File: config.mk
export PLATFORM = sky130hd
export DESIGN_NAME = etc_timer
export DESIGN_NICKNAME = d
export VERILOG_FILES = /design/src/verilog/etc_pkg.sv /design/src/verilog/etc_chan_out.sv /design/src/verilog/etc_timer.sv
export SDC_FILE = /design/constraint.sdc
export NUM_CORES = 1
export LEC_CHECK = 0
export BUFFER_PORTS_ARGS = -buffer_cell sky130_fd_sc_hd__buf_2
export CAP_MARGIN = 10
export CORE_AREA = 3 3 166 168
export DETAILED_ROUTE_END_ITERATION = 8
export DIE_AREA = 0 0 169 171
export SKIP_CTS_REPAIR_TIMING = 1
export SYNTH_ARGS = -nofsm -noshare
export SYNTH_HDL_FRONTEND = slang
export SYNTH_SLANG_ARGS = --single-unit
File: constraint.sdc
create_clock -name CLK_SYS -period 3.7 [get_ports CLK_SYS]
set_clock_uncertainty 0.2 [all_clocks]
set_input_delay 0.555 -clock CLK_SYS [delete_from_list [all_inputs] [get_ports CLK_SYS]]
set_output_delay 0.555 -clock CLK_SYS [all_outputs]
set_load 0.01 [all_outputs]
File: src/verilog/etc_pkg.sv
// Package for the enhanced timer compare and PWM block: offsets, fields, types
package etc_pkg;

    // ------------------------------------------------------------------
    // Register byte offsets
    // ------------------------------------------------------------------
    localparam logic [7:0] ETC_OFS_CMPA_LO = 8'h00;
    localparam logic [7:0] ETC_OFS_CMPA_HI = 8'h04;
    localparam logic [7:0] ETC_OFS_CMPB_LO = 8'h08;
    localparam logic [7:0] ETC_OFS_CMPB_HI = 8'h0C;
    localparam logic [7:0] ETC_OFS_CTRL0 = 8'h10;
    localparam logic [7:0] ETC_OFS_CTRL1 = 8'h14;
    localparam logic [7:0] ETC_OFS_CTRL2 = 8'h18;
    localparam logic [7:0] ETC_OFS_FLAGS = 8'h1C;
    localparam logic [7:0] ETC_OFS_COUNT = 8'h20;

    // ------------------------------------------------------------------
    // Field positions
    // ------------------------------------------------------------------
    localparam int ETC_C0_PER_LSB = 0;
    localparam int ETC_C0_RUN = 3;
    localparam int ETC_C0_BPIN_LSB = 4;
    localparam int ETC_CH_MODE_LSB = 6;
    localparam int ETC_CH_OUTF_LSB = 4;
    localparam int ETC_CH_OC = 3;
    localparam int ETC_CH_POL = 2;
    localparam int ETC_C1_CLR = 0;
    localparam int ETC_C2_ALIGN_LSB = 0;
    localparam int ETC_FLAG_A = 0;
    localparam int ETC_FLAG_B = 1;
    localparam int ETC_FLAG_P = 2;

    // ------------------------------------------------------------------
    // Reset values and counts
    // ------------------------------------------------------------------
    localparam logic [7:0] ETC_RST_BYTE = 8'h00;
    localparam logic [9:0] ETC_RST_CMP = 10'h000;
    localparam logic [2:0] ETC_RST_FLAGS = 3'h0;
    localparam logic [10:0] ETC_FULL_PERIOD = 11'h400;
    localparam int ETC_PER_SHIFT = 7;

    // ------------------------------------------------------------------
    // Encodings
    // ------------------------------------------------------------------
    typedef enum logic [1:0] {
        ETC_MODE_CMP = 2'b00,
        ETC_MODE_CAP = 2'b01,
        ETC_MODE_PWM = 2'b10,
        ETC_MODE_TMR = 2'b11
    } etc_mode_t;

    typedef enum logic [1:0] {
        ETC_ALIGN_EDGE = 2'b00,
        ETC_ALIGN_UP = 2'b01,
        ETC_ALIGN_DOWN = 2'b10,
        ETC_ALIGN_BOTH = 2'b11
    } etc_align_t;

    localparam logic [1:0] ETC_OF_NONE = 2'b00;
    localparam logic [1:0] ETC_OF_LOW = 2'b01;
    localparam logic [1:0] ETC_OF_HIGH = 2'b10;
    localparam logic [1:0] ETC_OF_TOGGLE = 2'b11;
    localparam logic [1:0] ETC_OF_INACTIVE = 2'b00;
    localparam logic [1:0] ETC_OF_ACTIVE = 2'b01;
    localparam logic [1:0] ETC_OF_PWM = 2'b10;

    // Per-channel output configuration
    typedef struct packed {
        etc_mode_t mode;
        logic [1:0] outfunc;
        logic output_control;
        logic polarity;
    } etc_chan_cfg_t;

endpackage : etc_pkg

File: src/verilog/etc_chan_out.sv
// Output stage of one timer channel: compare actions and PWM level
`timescale 1ns/1ns
`default_nettype none
module etc_chan_out
    import etc_pkg::*;
(
    input wire logic clk,
    input wire logic rst,
    input wire etc_chan_cfg_t cfg,
    input wire logic cmp_mode,
    input wire logic pwm_mode,
    input wire logic match,
    input wire logic run_rise,
    input wire logic pwm_active,
    output logic pin
);

    logic st;
    logic next_st;
    logic next_pin;

    // Next channel level before polarity
    always_comb begin
        next_st = st;
        if (run_rise && cmp_mode) begin
            next_st = cfg.output_control;
        end else if (cmp_mode && match) begin
            unique case (cfg.outfunc)
                ETC_OF_LOW: next_st = 1'b0;
                ETC_OF_HIGH: next_st = 1'b1;
                ETC_OF_TOGGLE: next_st = ~st;
                ETC_OF_NONE: next_st = st;
            endcase
        end else if (pwm_mode) begin
            // Active level picked by output control, forced or PWM
            if (cfg.outfunc == ETC_OF_PWM) begin
                next_st = pwm_active ? cfg.output_control : ~cfg.output_control;
            end else if (cfg.outfunc == ETC_OF_ACTIVE) begin
                next_st = cfg.output_control;
            end else begin
                next_st = ~cfg.output_control;
            end
        end
        next_pin = next_st ^ cfg.polarity;
    end

    // Level and pin registers
    always_ff @(posedge clk) begin
        if (rst) begin
            st <= 1'b0;
            pin <= 1'b0;
        end else begin
            st <= next_st;
            pin <= next_pin;
        end
    end

endmodule : etc_chan_out
`default_nettype wire

File: src/verilog/etc_timer.sv
// Ten-bit enhanced timer with three comparators, compare output and PWM
// Functional notes
// - Compare value A is 10 bits, low byte plus two high bits, rest read zero.
// - Compare value B is 10 bits, low byte plus two high bits, all reset zero.
// - Mode 00 is compare output; counter clears by overflow, A or P match.
// - Clear select low: clear on P match or overflow if period zero; A, B and P flags.
// - Clear select high: clear on A match, A and B flags, never P flag.
// - Compare mode pins change only on their own channel match flag or a run bit rising edge.
// - On match a pin goes high, low or toggles; 00 leaves it alone.
// - In compare mode, run bit rising edge sets each pin to its initial level.
// - Mode 11 behaves as compare mode but drives no pins.
// - PWM with clear select high: A sets period, B duty, B pins only.
// - Edge aligned pulses start at counter zero; centre aligned counts up and down.
// - PWM raises separate A, B and P match flags.
// - Output control picks active level, output function forces or enables, polarity inverts.
// - Duty at or above period gives full active output.
// - B result drives the three B pins, A result only the A pin.
`timescale 1ns/1ns
`default_nettype none
module etc_timer
    import etc_pkg::*;
(
    input wire logic CLK_SYS,
    input wire logic SYS_RST,
    input wire logic TIMER_TICK,
    input wire logic WB_CYC_I,
    input wire logic WB_STB_I,
    input wire logic WB_WE_I,
    input wire logic [7:0] WB_ADR_I,
    input wire logic [3:0] WB_SEL_I,
    input wire logic [31:0] WB_DAT_I,
    output logic [31:0] WB_DAT_O,
    output logic WB_ACK_O,
    output logic OUT_PIN_A,
    output logic OUT_EN_A,
    output logic [2:0] OUT_PIN_B,
    output logic [2:0] OUT_EN_B
);

    // ------------------------------------------------------------------
    // State
    // ------------------------------------------------------------------
    logic [9:0] compare_value_a, next_compare_value_a;
    logic [9:0] compare_value_b, next_compare_value_b;
    logic [2:0] period_field, next_period_field;
    logic timer_run, next_timer_run;
    logic run_q, next_run_q;
    logic [2:0] bpin_en, next_bpin_en;
    etc_chan_cfg_t cfg_a, next_cfg_a;
    etc_chan_cfg_t cfg_b, next_cfg_b;
    logic clear_select, next_clear_select;
    etc_align_t align_sel, next_align_sel;
    logic [2:0] flags, next_flags;
    logic [9:0] cnt, next_cnt;
    logic down, next_down;
    logic ack, next_ack;
    logic [31:0] rdata, next_rdata;
    logic en_a, next_en_a;
    logic [2:0] en_b, next_en_b;

    // ------------------------------------------------------------------
    // Decode
    // ------------------------------------------------------------------
    logic bus_req, wr_lo;
    logic run_rise;
    logic modes_same, cmp_mode, tmr_mode, pwm_mode, centre;
    logic [10:0] top, cnt_up;
    logic step, wrap, hit_a, hit_b, dir_ok;
    logic ev_a, ev_b, ev_p;
    logic act_a, act_b;
    logic pin_a, pin_b;

    assign bus_req = WB_CYC_I && WB_STB_I && !ack;
    assign wr_lo = bus_req && WB_WE_I && WB_SEL_I[0];
    assign run_rise = timer_run && !run_q;
    assign modes_same = (cfg_a.mode == cfg_b.mode);
    assign cmp_mode = modes_same && (cfg_a.mode == ETC_MODE_CMP);
    assign tmr_mode = modes_same && (cfg_a.mode == ETC_MODE_TMR);
    assign pwm_mode = modes_same && (cfg_a.mode == ETC_MODE_PWM);
    assign centre = pwm_mode && (align_sel != ETC_ALIGN_EDGE);
    assign step = timer_run && !run_rise && TIMER_TICK;
    assign cnt_up = {1'b0, cnt} + 11'h001;

    // Counter top: compare A or the period field in steps of 128
    always_comb begin
        if (clear_select) begin
            top = (compare_value_a == ETC_RST_CMP) ? ETC_FULL_PERIOD : {1'b0, compare_value_a};
        end else if (period_field == 3'h0) begin
            top = ETC_FULL_PERIOD;
        end else begin
            top = {1'b0, period_field, 7'h00};
        end
    end

    // Counter stepping and comparator events
    always_comb begin
        next_cnt = cnt;
        next_down = down;
        wrap = 1'b0;
        hit_a = 1'b0;
        hit_b = 1'b0;
        dir_ok = 1'b1;
        ev_p = 1'b0;
        if (run_rise) begin
            next_cnt = 10'h000;
            next_down = 1'b0;
        end else if (step && !centre) begin
            wrap = (cnt_up == top);
            next_cnt = wrap ? 10'h000 : cnt_up[9:0];
            hit_a = (cnt_up[9:0] == compare_value_a);
            hit_b = (cnt_up[9:0] == compare_value_b);
            ev_p = wrap && !clear_select;
        end else if (step) begin
            // Centre mode counts up to top less one, then back to zero
            if (!down) begin
                next_cnt = cnt_up[9:0];
                next_down = (cnt_up >= top - 11'h001);
                dir_ok = (align_sel != ETC_ALIGN_DOWN);
            end else begin
                next_cnt = cnt - 10'h001;
                next_down = (cnt != 10'h001);
                dir_ok = (align_sel != ETC_ALIGN_UP);
                ev_p = (cnt == 10'h001) && !clear_select;
            end
            hit_a = (next_cnt == compare_value_a) && dir_ok;
            hit_b = (next_cnt == compare_value_b) && dir_ok;
        end
        ev_a = hit_a && (cmp_mode || tmr_mode || pwm_mode);
        ev_b = hit_b && (cmp_mode || tmr_mode || pwm_mode);
    end

    // PWM active phase per channel
    always_comb begin
        act_a = ({1'b0, compare_value_a} >= top) || (cnt < compare_value_a);
        act_b = ({1'b0, compare_value_b} >= top) || (cnt < compare_value_b);
    end

    // ------------------------------------------------------------------
    // Registers, flags and bus
    // ------------------------------------------------------------------

    // Next values for software state and bus answer
    always_comb begin
        next_compare_value_a = compare_value_a;
        next_compare_value_b = compare_value_b;
        next_period_field = period_field;
        next_timer_run = timer_run;
        next_bpin_en = bpin_en;
        next_cfg_a = cfg_a;
        next_cfg_b = cfg_b;
        next_clear_select = clear_select;
        next_align_sel = align_sel;
        next_flags = flags;
        next_run_q = timer_run;
        next_ack = bus_req;
        next_rdata = 32'h0000_0000;
        if (wr_lo) begin
            unique case (WB_ADR_I)
                ETC_OFS_CMPA_LO: next_compare_value_a[7:0] = WB_DAT_I[7:0];
                ETC_OFS_CMPA_HI: next_compare_value_a[9:8] = WB_DAT_I[1:0];
                ETC_OFS_CMPB_LO: next_compare_value_b[7:0] = WB_DAT_I[7:0];
                ETC_OFS_CMPB_HI: next_compare_value_b[9:8] = WB_DAT_I[1:0];
                ETC_OFS_CTRL0: begin
                    next_period_field = WB_DAT_I[ETC_C0_PER_LSB +: 3];
                    next_timer_run = WB_DAT_I[ETC_C0_RUN];
                    next_bpin_en = WB_DAT_I[ETC_C0_BPIN_LSB +: 3];
                end
                ETC_OFS_CTRL1: begin
                    next_cfg_a = etc_chan_cfg_t'(WB_DAT_I[7:2]);
                    next_clear_select = WB_DAT_I[ETC_C1_CLR];
                end
                ETC_OFS_CTRL2: begin
                    next_cfg_b = etc_chan_cfg_t'(WB_DAT_I[7:2]);
                    next_align_sel = etc_align_t'(WB_DAT_I[ETC_C2_ALIGN_LSB +: 2]);
                end
                ETC_OFS_FLAGS: next_flags = flags & ~WB_DAT_I[2:0];
                default: next_flags = flags;
            endcase
        end
        // Hardware set wins over a software clear
        next_flags[ETC_FLAG_A] = next_flags[ETC_FLAG_A] | ev_a;
        next_flags[ETC_FLAG_B] = next_flags[ETC_FLAG_B] | ev_b;
        next_flags[ETC_FLAG_P] = next_flags[ETC_FLAG_P] | (ev_p && (pwm_mode || cmp_mode || tmr_mode));
        if (bus_req && !WB_WE_I) begin
            unique case (WB_ADR_I)
                ETC_OFS_CMPA_LO: next_rdata[7:0] = compare_value_a[7:0];
                ETC_OFS_CMPA_HI: next_rdata[1:0] = compare_value_a[9:8];
                ETC_OFS_CMPB_LO: next_rdata[7:0] = compare_value_b[7:0];
                ETC_OFS_CMPB_HI: next_rdata[1:0] = compare_value_b[9:8];
                ETC_OFS_CTRL0: next_rdata[6:0] = {bpin_en, timer_run, period_field};
                ETC_OFS_CTRL1: next_rdata[7:0] = {cfg_a, 1'b0, clear_select};
                ETC_OFS_CTRL2: next_rdata[7:0] = {cfg_b, align_sel};
                ETC_OFS_FLAGS: next_rdata[2:0] = flags;
                ETC_OFS_COUNT: next_rdata[9:0] = cnt;
                default: next_rdata = 32'h0000_0000;
            endcase
        end
        // Pin drive enables per mode
        next_en_a = cmp_mode || (pwm_mode && !clear_select);
        next_en_b = (cmp_mode || pwm_mode) ? bpin_en : 3'h0;
    end

    // Register all state
    always_ff @(posedge CLK_SYS) begin
        if (SYS_RST) begin
            compare_value_a <= ETC_RST_CMP;
            compare_value_b <= ETC_RST_CMP;
            period_field <= 3'h0;
            timer_run <= 1'b0;
            run_q <= 1'b0;
            bpin_en <= 3'h0;
            cfg_a <= etc_chan_cfg_t'(6'h00);
            cfg_b <= etc_chan_cfg_t'(6'h00);
            clear_select <= 1'b0;
            align_sel <= ETC_ALIGN_EDGE;
            flags <= ETC_RST_FLAGS;
            cnt <= 10'h000;
            down <= 1'b0;
            ack <= 1'b0;
            rdata <= 32'h0000_0000;
            en_a <= 1'b0;
            en_b <= 3'h0;
        end else begin
            compare_value_a <= next_compare_value_a;
            compare_value_b <= next_compare_value_b;
            period_field <= next_period_field;
            timer_run <= next_timer_run;
            run_q <= next_run_q;
            bpin_en <= next_bpin_en;
            cfg_a <= next_cfg_a;
            cfg_b <= next_cfg_b;
            clear_select <= next_clear_select;
            align_sel <= next_align_sel;
            flags <= next_flags;
            cnt <= next_cnt;
            down <= next_down;
            ack <= next_ack;
            rdata <= next_rdata;
            en_a <= next_en_a;
            en_b <= next_en_b;
        end
    end

    // ------------------------------------------------------------------
    // Output stages
    // ------------------------------------------------------------------

    // Channel A follows only the A event
    etc_chan_out u_out_a (
        .clk(CLK_SYS),
        .rst(SYS_RST),
        .cfg(cfg_a),
        .cmp_mode(cmp_mode),
        .pwm_mode(pwm_mode && !clear_select),
        .match(ev_a),
        .run_rise(run_rise),
        .pwm_active(act_a),
        .pin(pin_a)
    );

    // Channel B follows only the B event
    etc_chan_out u_out_b (
        .clk(CLK_SYS),
        .rst(SYS_RST),
        .cfg(cfg_b),
        .cmp_mode(cmp_mode),
        .pwm_mode(pwm_mode),
        .match(ev_b),
        .run_rise(run_rise),
        .pwm_active(act_b),
        .pin(pin_b)
    );

    // Port drive from flip-flops
    assign OUT_PIN_A = pin_a;
    assign OUT_PIN_B = {3{pin_b}};
    assign OUT_EN_A = en_a;
    assign OUT_EN_B = en_b;
    assign WB_ACK_O = ack;
    assign WB_DAT_O = rdata;

endmodule : etc_timer
`default_nettype wire
==> results of run 1 <==
-- cells by family after synthesis --
family | count (synthesis) | share of synthesized area [%]
AND/OR/NAND/NOR | 277 | 21.9
multiplexers | 48 | 7.42
adder cells (fa/ha/maj) | 55 | 10.6
XOR/XNOR | 68 | 10.3
buffers and inverters | 114 | 8.80
flip-flops | 76 | 23.4
other | 1 | 0.0576
AO/OA/AOI/OAI | 161 | 17.6
-- power by group --
group	switching (mW)	leakage, nW	internal [mW]	total, mW
Clock	0.405	0.152	0.534	0.938
Combinational	0.0483	2.24	0.0152	0.0634
Sequential	0.000496	0.612	0.819	0.819
-- sequential cells by signal (all words and copies together) (netlist names), 2 cells and up --
name,cells
compare_value_b,10
compare_value_a,10
cfg_b,6
cfg_a,6
align_sel,2
OUT_EN_B,3
WB_DAT_O,10
flags,3
period_field,3
bpin_en,3
cnt,10
-- worst max-delay path, cell delays in order (launching register included) --
cell,delay (ns)
dfxtp_1,0.34
inv_1,0.16
ha_2,0.22
or4b_4,0.51
nor4_4,0.19
a21oi_1,0.16
xnor2_1,0.27
xnor2_1,0.16
a41oi_1,0.22
or4_1,0.45
nand4_1,0.17
mux2_1,0.34
-- routing by layer --
layer	share of wire, %	up-vias	routed length [um]
met5	0	-	0
met4	4.7	0	1020
met3	7.7	62	1670
met2	43	287	9290
met1	45	2883	9650
li1	-	2943	-
-- layout make-up --
| class | instances | area (um^2) |
|---|---|---|
| flip-flops and latches | 76 | 1520 |
| well taps | 335 | 419 |
| repair buffers | 88 | 558 |
| inverters | 40 | 150 |
| clock buffers | 9 | 225 |
| multi-input cells | 631 | 4540 |
| fillers | 2775 | 18600 |
| clock inverters | 7 | 81.3 |
-- final timing paths --
check | slack (ns) | to
worst max-delay path | 0.21 | u_out_b.pin
worst max register to register | 0.21 | u_out_b.pin
worst min-delay path | 0.27 | flags[1]
worst min register to register | 0.27 | flags[1]
-- cells in the final DEF (no fill, tap or decap), types with 9 or more instances in the layout --
master and instances:
a21o_1 10, a21oi_1 43, a222oi_1 12, and2_1 17
and3_1 14, buf_2 41, buf_4 47, clkbuf_16 9
conb_1 22, dfxtp_1 76, ha_1 54, inv_1 39
mux2i_1 46, nand2_1 46, nand3_1 26, nand4_1 13
nor2_1 82, nor3_1 22, o21ai_0 26, xnor2_1 49
xor2_1 14
-- per-stage QoR --
step | util (%) | cell area [um^2] | setup slack, ns
final | 28.8 | 7500 | 0.212
after global routing | 28.8 | 7500 | 0.0104
after CTS | 28.6 | 7450 | 0.0631
after detailed placement | 27.4 | 7150 | 0.0950
after global placement | 27.4 | 7150 | 0.153
after floorplan | - | 6590 | 0.339
==> flow_summary.json, run 1 <==
{
  "status": "complete, no violations",
  "crit_arrival_ns": 3.52,
  "die_area_um2": 28900,
  "r2r_start": "cnt[0]",
  "place_hpwl_um": 16900,
  "tns_ns": 0,
  "syn_area_per_cell_um2": 8.14,
  "startpoint": "cnt[0]",
  "grt_util_met2_pct": 23.0,
  "maxCapViolations": 0,
  "drt_iter0_drc": 513,
  "reg2regPathDepth": 11,
  "area_delta_synth_final_pct": 15.1,
  "cts.sinks": 76,
  "drive_gt1_share_pct": 15.5,
  "routed_wl_um": 21600,
  "overflow": 0,
  "clock_latency_ns": 0.35,
  "synth-seq-cells": 76,
  "tightest_slew_ns": 0.796,
  "rsz0062_at_grt": "false",
  "rows": 59,
  "relSlewSlack_pct": 46.5,
  "hold_slack_ns": 0.272,
  "end_kind": "flop",
  "yosysSeqAreaShare_pct": 23.4,
  "setup_violations": 0,
  "fin_cells": 1186,
  "synthCells": 800,
  "drtAntennaViolNets": 0,
  "power_mw": 1.82,
  "cts_tree": "done",
  "htreeDepth": 3,
  "period_needed_ns": 3.49,
  "coreArea_um2": 26100,
  "synthDistinctLibCells": 83,
  "crit_path_max_fanout": 5,
  "clk_path_buf_depth": 2,
  "crit_type": "flop to flop",
  "grt.met1_usage_pct": 19.7,
  "cts-root-buf": "clkbuf_16",
  "nets": 951,
  "synth_edf_count": 0,
  "synth_top_cell_area_share_pct": 23.4,
  "slew_violations": 0,
  "synth_most_common_cell": "nor2_1",
  "met3_usage_pct": 3.05,
  "synthTopCellsByArea": "dfxtp_1 23%, ha_1 11%, mux2i_1 7.1%, xnor2_1 6.6%, nor2_1 4.7%",
  "track_usage_pct": 14.7,
  "ys_warn_count": 0,
  "via_count": 6175,
  "required_ns": 3.73,
  "fin_crit_sh_pct": 94.3,
  "insertedDiodeCount": 0,
  "peakVddDrop_uv": 258,
  "hold_viol": 0,
  "whs_path_depth": 2,
  "die_h_um": 171,
  "pin_count": 91,
  "min_from": "flags[1]",
  "synthFlopType": "dfxtp_1",
  "cts_buffers": 9,
  "async_flop_share_pct": 0,
  "grt_pass1_wl_um": 33400,
  "hold_path.class": "flop to flop",
  "dr.pass1.iters": 7,
  "vias_per_cell": 5.21,
  "path_clk_slew_ns": 0.06,
  "die_x_um": 169,
  "dp_cells": 1170,
  "netlist_area_um2": 6510,
  "grt_max_degree": 35,
  "drc": 0,
  "worst_setup_path_start_kind": "flop",
  "p_leak_nw": 3.01,
  "grt-busiest-layer": "met2",
  "fmax_ghz": 0.287,
  "wire_per_inst_um": 18.2,
  "power_density_nw_per_um2": 243,
  "antenna_found_initial": 0,
  "gp_congestion": 0.940,
  "grt_pass1_vias": 5889,
  "yosys.area.top_type": "dfxtp_1",
  "yosys-top-cells-count": "82 x nor2_1, 76 x dfxtp_1, 55 x ha_1",
  "port_buffers": 41,
  "start_util_pct": 25.0
}
No activity file was read; power rests on OpenSTA's default activity.
==> inputs of run 2 (changes only) <==
- clock period: 3.7 -> 3.25 ns (I/O delays scaled with it)
==> run 2 against run 1 <==
Wire length up 7.0%. Die area unchanged. Design area up 11%. Fmax up 8.7%. Total power up 13%. Non-clock buffer count up 75. Sequential cell count unchanged. Sequential power up 14%. Global-route usage up 0.74 points. Highest routed layer unchanged.
==> flow_summary.json, run 2 (same netlist as run 1, synthesis figures left out) <==
{
  "cp.depth": 11,
  "min_from": "WB_DAT_I[6]",
  "fin_cells": 1261,
  "track_usage_pct": 15.4,
  "period_needed_ns": 3.21,
  "cp_cell_sequence": "inv_2 > ha_4 > or4b_4 > nor4_4 > a21oi_2 > xnor2_1 > xnor2_1 > a41oi_2 > or4_1 > nand4_1 > mux2_1",
  "multi_input_area_um2": 4770,
  "r2r_start": "cnt[0]",
  "antenna_found_initial": 0,
  "area_delta_synth_final_pct": 27.9,
  "tns_ns": 0,
  "cpLargestDelayFamily": "simple AND/OR/NAND/NOR gates",
  "dp_slack_ns": -0.141,
  "register_area_um2": 1540,
  "reg2regPathDepth": 11,
  "final_util_pct": 32.0,
  "cts.sinks": 76,
  "vias_per_cell": 5.15,
  "grt_pass1_vias": 6165,
  "crit_path_max_fanout": 4,
  "peakVddDrop_uv": 221,
  "gp_congestion": 0.931,
  "htreeDepth": 3,
  "coreArea_um2": 26100,
  "crit_arrival_ns": 3.24,
  "cts_tree": "done",
  "r2r_slack_ns": 0.04,
  "path_buf_inv": 1,
  "hold_end": "cfg_a[4]",
  "wire_per_inst_um": 18.4,
  "whs_path_depth": 3,
  "overflow": 0,
  "pin_count": 91,
  "tightest_slew_ns": 0.792,
  "path_clk_slew_ns": 0.07,
  "fmax_ghz": 0.312,
  "drt_iter0_drc": 590,
  "mostFrequentLayoutCell": "buf_4",
  "crit_type": "flop to flop",
  "grt_max_degree": 35,
  "rows": 59,
  "status": "complete, no violations",
  "hold_viol": 0,
  "start_util_pct": 25.0,
  "crit_top_cell": "xnor2_1",
  "slew_violations": 0,
  "port_buffers": 41,
  "dp_cells": 1242,
  "cts_buffers": 9,
  "place_hpwl_um": 18300,
  "die_x_um": 169,
  "maxCapViolations": 0,
  "die_area_um2": 28900,
  "startpoint": "cnt[0]",
  "fin_crit_sh_pct": 98.7,
  "worst_setup_path_start_kind": "flop",
  "power_density_nw_per_um2": 246,
  "drive_gt1_share_pct": 26.2,
  "slowest_stage": "or4b_4",
  "rsz0062_at_grt": "true",
  "p_leak_nw": 3.44,
  "die_h_um": 171,
  "clock_latency_ns": 0.34,
  "setup_ws_ns": 0.0424,
  "insertedDiodeCount": 0,
  "via_count": 6498,
  "layout_common_cells": "116 x buf_4, 81 x nor2_1, 68 x dfxtp_1, 50 x ha_1, 47 x xnor2_1",
  "clk_path_buf_depth": 2,
  "required_ns": 3.28,
  "nets": 1026,
  "fillers": 2765,
  "end_kind": "flop",
  "relSlewSlack_pct": 46.7,
  "r2r-end": "u_out_b.pin",
  "setup_violations": 0,
  "dr.pass1.iters": 6,
  "grt_pass1_wl_um": 34800,
  "slowest_delay_ns": 0.50,
  "drtAntennaViolNets": 0,
  "hold_path.class": "input pin to flop",
  "cts-root-buf": "clkbuf_16",
  "routed_wl_um": 23200,
  "drc": 0
}
## run 2: cell types whose count changed in the layout (fill, tap and decap cells not counted), sizes merged
cell and change:
buf +75, clkinvlp +1, inv -1
## run 2: worst max path at each step
stage          slack, ns          end
2_1_floorplan      0.008  u_out_a.pin
3_3_place_gp       -0.14  u_out_b.pin
3_5_place_dp       -0.14  u_out_b.pin
4_1_cts            -0.17  u_out_b.pin
5_1_grt            -0.08  u_out_b.pin
6_report            0.04  u_out_b.pin
## run 2: worst min-delay path, stage by stage
cell and delay, ns:
buf_2 0.13, nand3_1 0.07, a21oi_1 0.05
## run 2: report_power, final
part           internal [mW]  switching [mW]  leakage (nW)
registers              0.930        0.000451         0.617
logic                 0.0179          0.0548          2.67
clock network          0.600           0.447         0.146
total                   1.55           0.502          3.44
## run 2: final cells by class
type | count | share of cell area, %
Multi-Input combinational cell | 631 | 57.3
Sequential cell | 76 | 18.4
Timing Repair Buffer | 163 | 13.8
Tap cell | 335 | 5.03
Clock buffer | 9 | 2.70
Inverter | 40 | 1.80
Clock inverter | 7 | 0.886
## run 2: routing by layer
layer / vias to the layer above / share of wire [%] / track usage (%)
met4: 0 / 3.0 / 4.90
met3: 53 / 7.6 / 2.91
met5: - / 0 / 0
met2: 286 / 45 / 24.8
met1: 3066 / 45 / 21.0
li1: 3093 / - / -
## run 2: metrics by stage
step	total power [mW]	instance area, um^2	hold WS (ns)
3_3_place_gp	1.02	7700	0.252
2_1_floorplan	1.01	6590	0.236
6_report	2.05	8330	0.250
5_1_grt	2.10	8330	0.273
4_1_cts	2.06	8000	0.248
3_5_place_dp	1.02	7700	0.259
==> inputs of run 3 (changes only) <==
- CORE_AREA: 3 3 166 168 -> 3 3 132 134
- CTS_BUF_LIST: not set -> sky130_fd_sc_hd__clkbuf_4 sky130_fd_sc_hd__clkbuf_8
- DIE_AREA: 0 0 169 171 -> 0 0 135 137
==> run 3 against run 2 <==
The flow now finishes with violations (negative setup slack). Worst hold slack got worse by 0.037 ns. Wire length barely moved. Critical path depth fell by 1. Critical path type unchanged. Highest routed layer unchanged.
==> flow_summary.json, run 3 (same netlist as run 1, synthesis figures left out) <==
{
  "cts-root-buf": "clkbuf_8",
  "drc": 0,
  "area_delta_synth_final_pct": 26.2,
  "track_usage_pct": 24.9,
  "tightest_slew_ns": 0.732,
  "cts_tree": "done",
  "r2r_slack_ns": -0.04,
  "status": "complete, but fails checks",
  "vias_per_cell": 5.57,
  "p_leak_nw": 3.48,
  "antenna_found_initial": 0,
  "crit_type": "flop to flop",
  "mostFrequentLayoutCell": "buf_4",
  "r2r_start": "cfg_b[4]",
  "dr.pass1.iters": 7,
  "required_ns": 3.33,
  "power_density_nw_per_um2": 234,
  "p_switching_mw": 0.516,
  "maxCapViolations": 0,
  "crit_path_max_fanout": 2,
  "clock_latency_ns": 0.39,
  "htreeDepth": 3,
  "clkPwrFrac_pct": 47.6,
  "reg2regPathDepth": 10,
  "path_clk_slew_ns": 0.10,
  "register_area_um2": 1540,
  "dpl-instance-area_um2": 7670,
  "multi_input_area_um2": 4730,
  "die_x_um": 135,
  "rows": 47,
  "cts_buffers": 9,
  "hold_path.class": "input pin to flop",
  "setup_ws_ns": -0.0387,
  "hold_viol": 0,
  "routed_wl_um": 23100,
  "min_from": "WB_STB_I",
  "rsz0062_at_grt": "true",
  "slew_violations": 0,
  "grt_pass1_vias": 6298,
  "grt-busiest-layer": "met2",
  "gp_congestion": 0.987,
  "seq_power_share_pct": 48.5,
  "violations": "negative setup slack",
  "coreArea_um2": 16400,
  "wire_per_inst_um": 19.9,
  "cts.sinks": 76,
  "finalInstanceArea_um2": 8220,
  "grt_max_degree": 35,
  "die_h_um": 137,
  "overflow": 0,
  "grt_util_met2_pct": 38.7,
  "end_kind": "flop",
  "fillers": 1569,
  "via_count": 6500,
  "hold_slack_ns": 0.213,
  "period_needed_ns": 3.29,
  "relSlewSlack_pct": 50.8,
  "start_util_pct": 39.7,
  "worst_setup_path_start_kind": "flop",
  "layout_common_cells": "135 x buf_4, 79 x nor2_1, 66 x dfxtp_1, 51 x ha_1, 47 x xnor2_1",
  "power.share.combinational_pct": 3.9,
  "peakVddDrop_uv": 305,
  "place_hpwl_um": 18100,
  "die_area_um2": 18500,
  "drtAntennaViolNets": 0,
  "p_int_mw": 1.40,
  "r2r-end": "u_out_b.pin",
  "drt_iter0_drc": 586,
  "fmax_ghz": 0.304,
  "drive_gt1_share_pct": 28.0,
  "nets": 1043,
  "grt_pass1_wl_um": 35300,
  "startpoint": "cfg_b[4]",
  "port_buffers": 41,
  "clk_path_buf_depth": 2,
  "crit_arrival_ns": 3.37,
  "fin_crit_sh_pct": 101,
  "swShare_pct": 26.9,
  "grt.met1_usage_pct": 33.0,
  "critPathCapture": "u_out_b.pin",
  "met3_usage_pct": 4.12,
  "setup_violations": 1,
  "pin_count": 91
}
run 3: worst max-delay path: stages (launching register included):
cell     delay (ns)
dfxtp_1        0.33
or4_4          0.55
a31o_4         0.25
nor3_2         0.21
buf_4          0.16
nand4_1        0.12
nor4_2         0.27
a41oi_2        0.20
or4_1          0.43
nand4_1        0.14
mux2_1         0.33
run 3: per-stage QoR:
stage | setup WS (ns) | cells | setup TNS, ns | util [%] | power, mW
3_3_place_gp | -0.125 | 1142 | -0.145 | 46.7 | 1.03
3_5_place_dp | -0.128 | 1142 | -0.421 | 46.7 | 1.03
4_1_cts | -0.154 | 1158 | -0.640 | 48.2 | 1.92
2_1_floorplan | 0.00816 | 821 | 0 | - | 1.01
5_1_grt | -0.114 | 1163 | -0.227 | 50.1 | 1.98
6_report | -0.0387 | 1166 | -0.0387 | 50.1 | 1.92
run 3: power by group through the flow:
stage	clock [mW]	sequential, mW	combinational, mW
after floorplan	0	0.954	0.0554
after global placement	0	0.954	0.0720
after detailed placement	0	0.954	0.0725
after CTS	0.919	0.932	0.0725
after global routing	0.962	0.932	0.0815
final	0.915	0.931	0.0744
run 3: layout make-up:
type | instances | share of cell area, %
tap | 220 | 3.35
antenna | 3 | 0.0913
clock inverter | 7 | 1.42
inverter | 40 | 1.83
multi-input combinational | 631 | 57.6
sequential | 76 | 18.7
clock buffer | 9 | 1.51
timing repair buffer | 180 | 15.5
run 3: worst min path at each step:
stage	depth (start not counted)	to
floorplan	2	flags[1]
global placement	2	flags[2]
detailed placement	2	flags[1]
CTS	3	cfg_a[5]
global route	3	cfg_a[4]
finish	3	WB_ACK_O
run 3: per-layer routing:
layer | part of all wire, % | wire length [um] | up-vias
met5 | 0 | 0 | -
met4 | 5.8 | 1330 | 0
met3 | 5.9 | 1380 | 76
met2 | 44 | 10200 | 274
met1 | 44 | 10300 | 3026
li1 | - | - | 3124
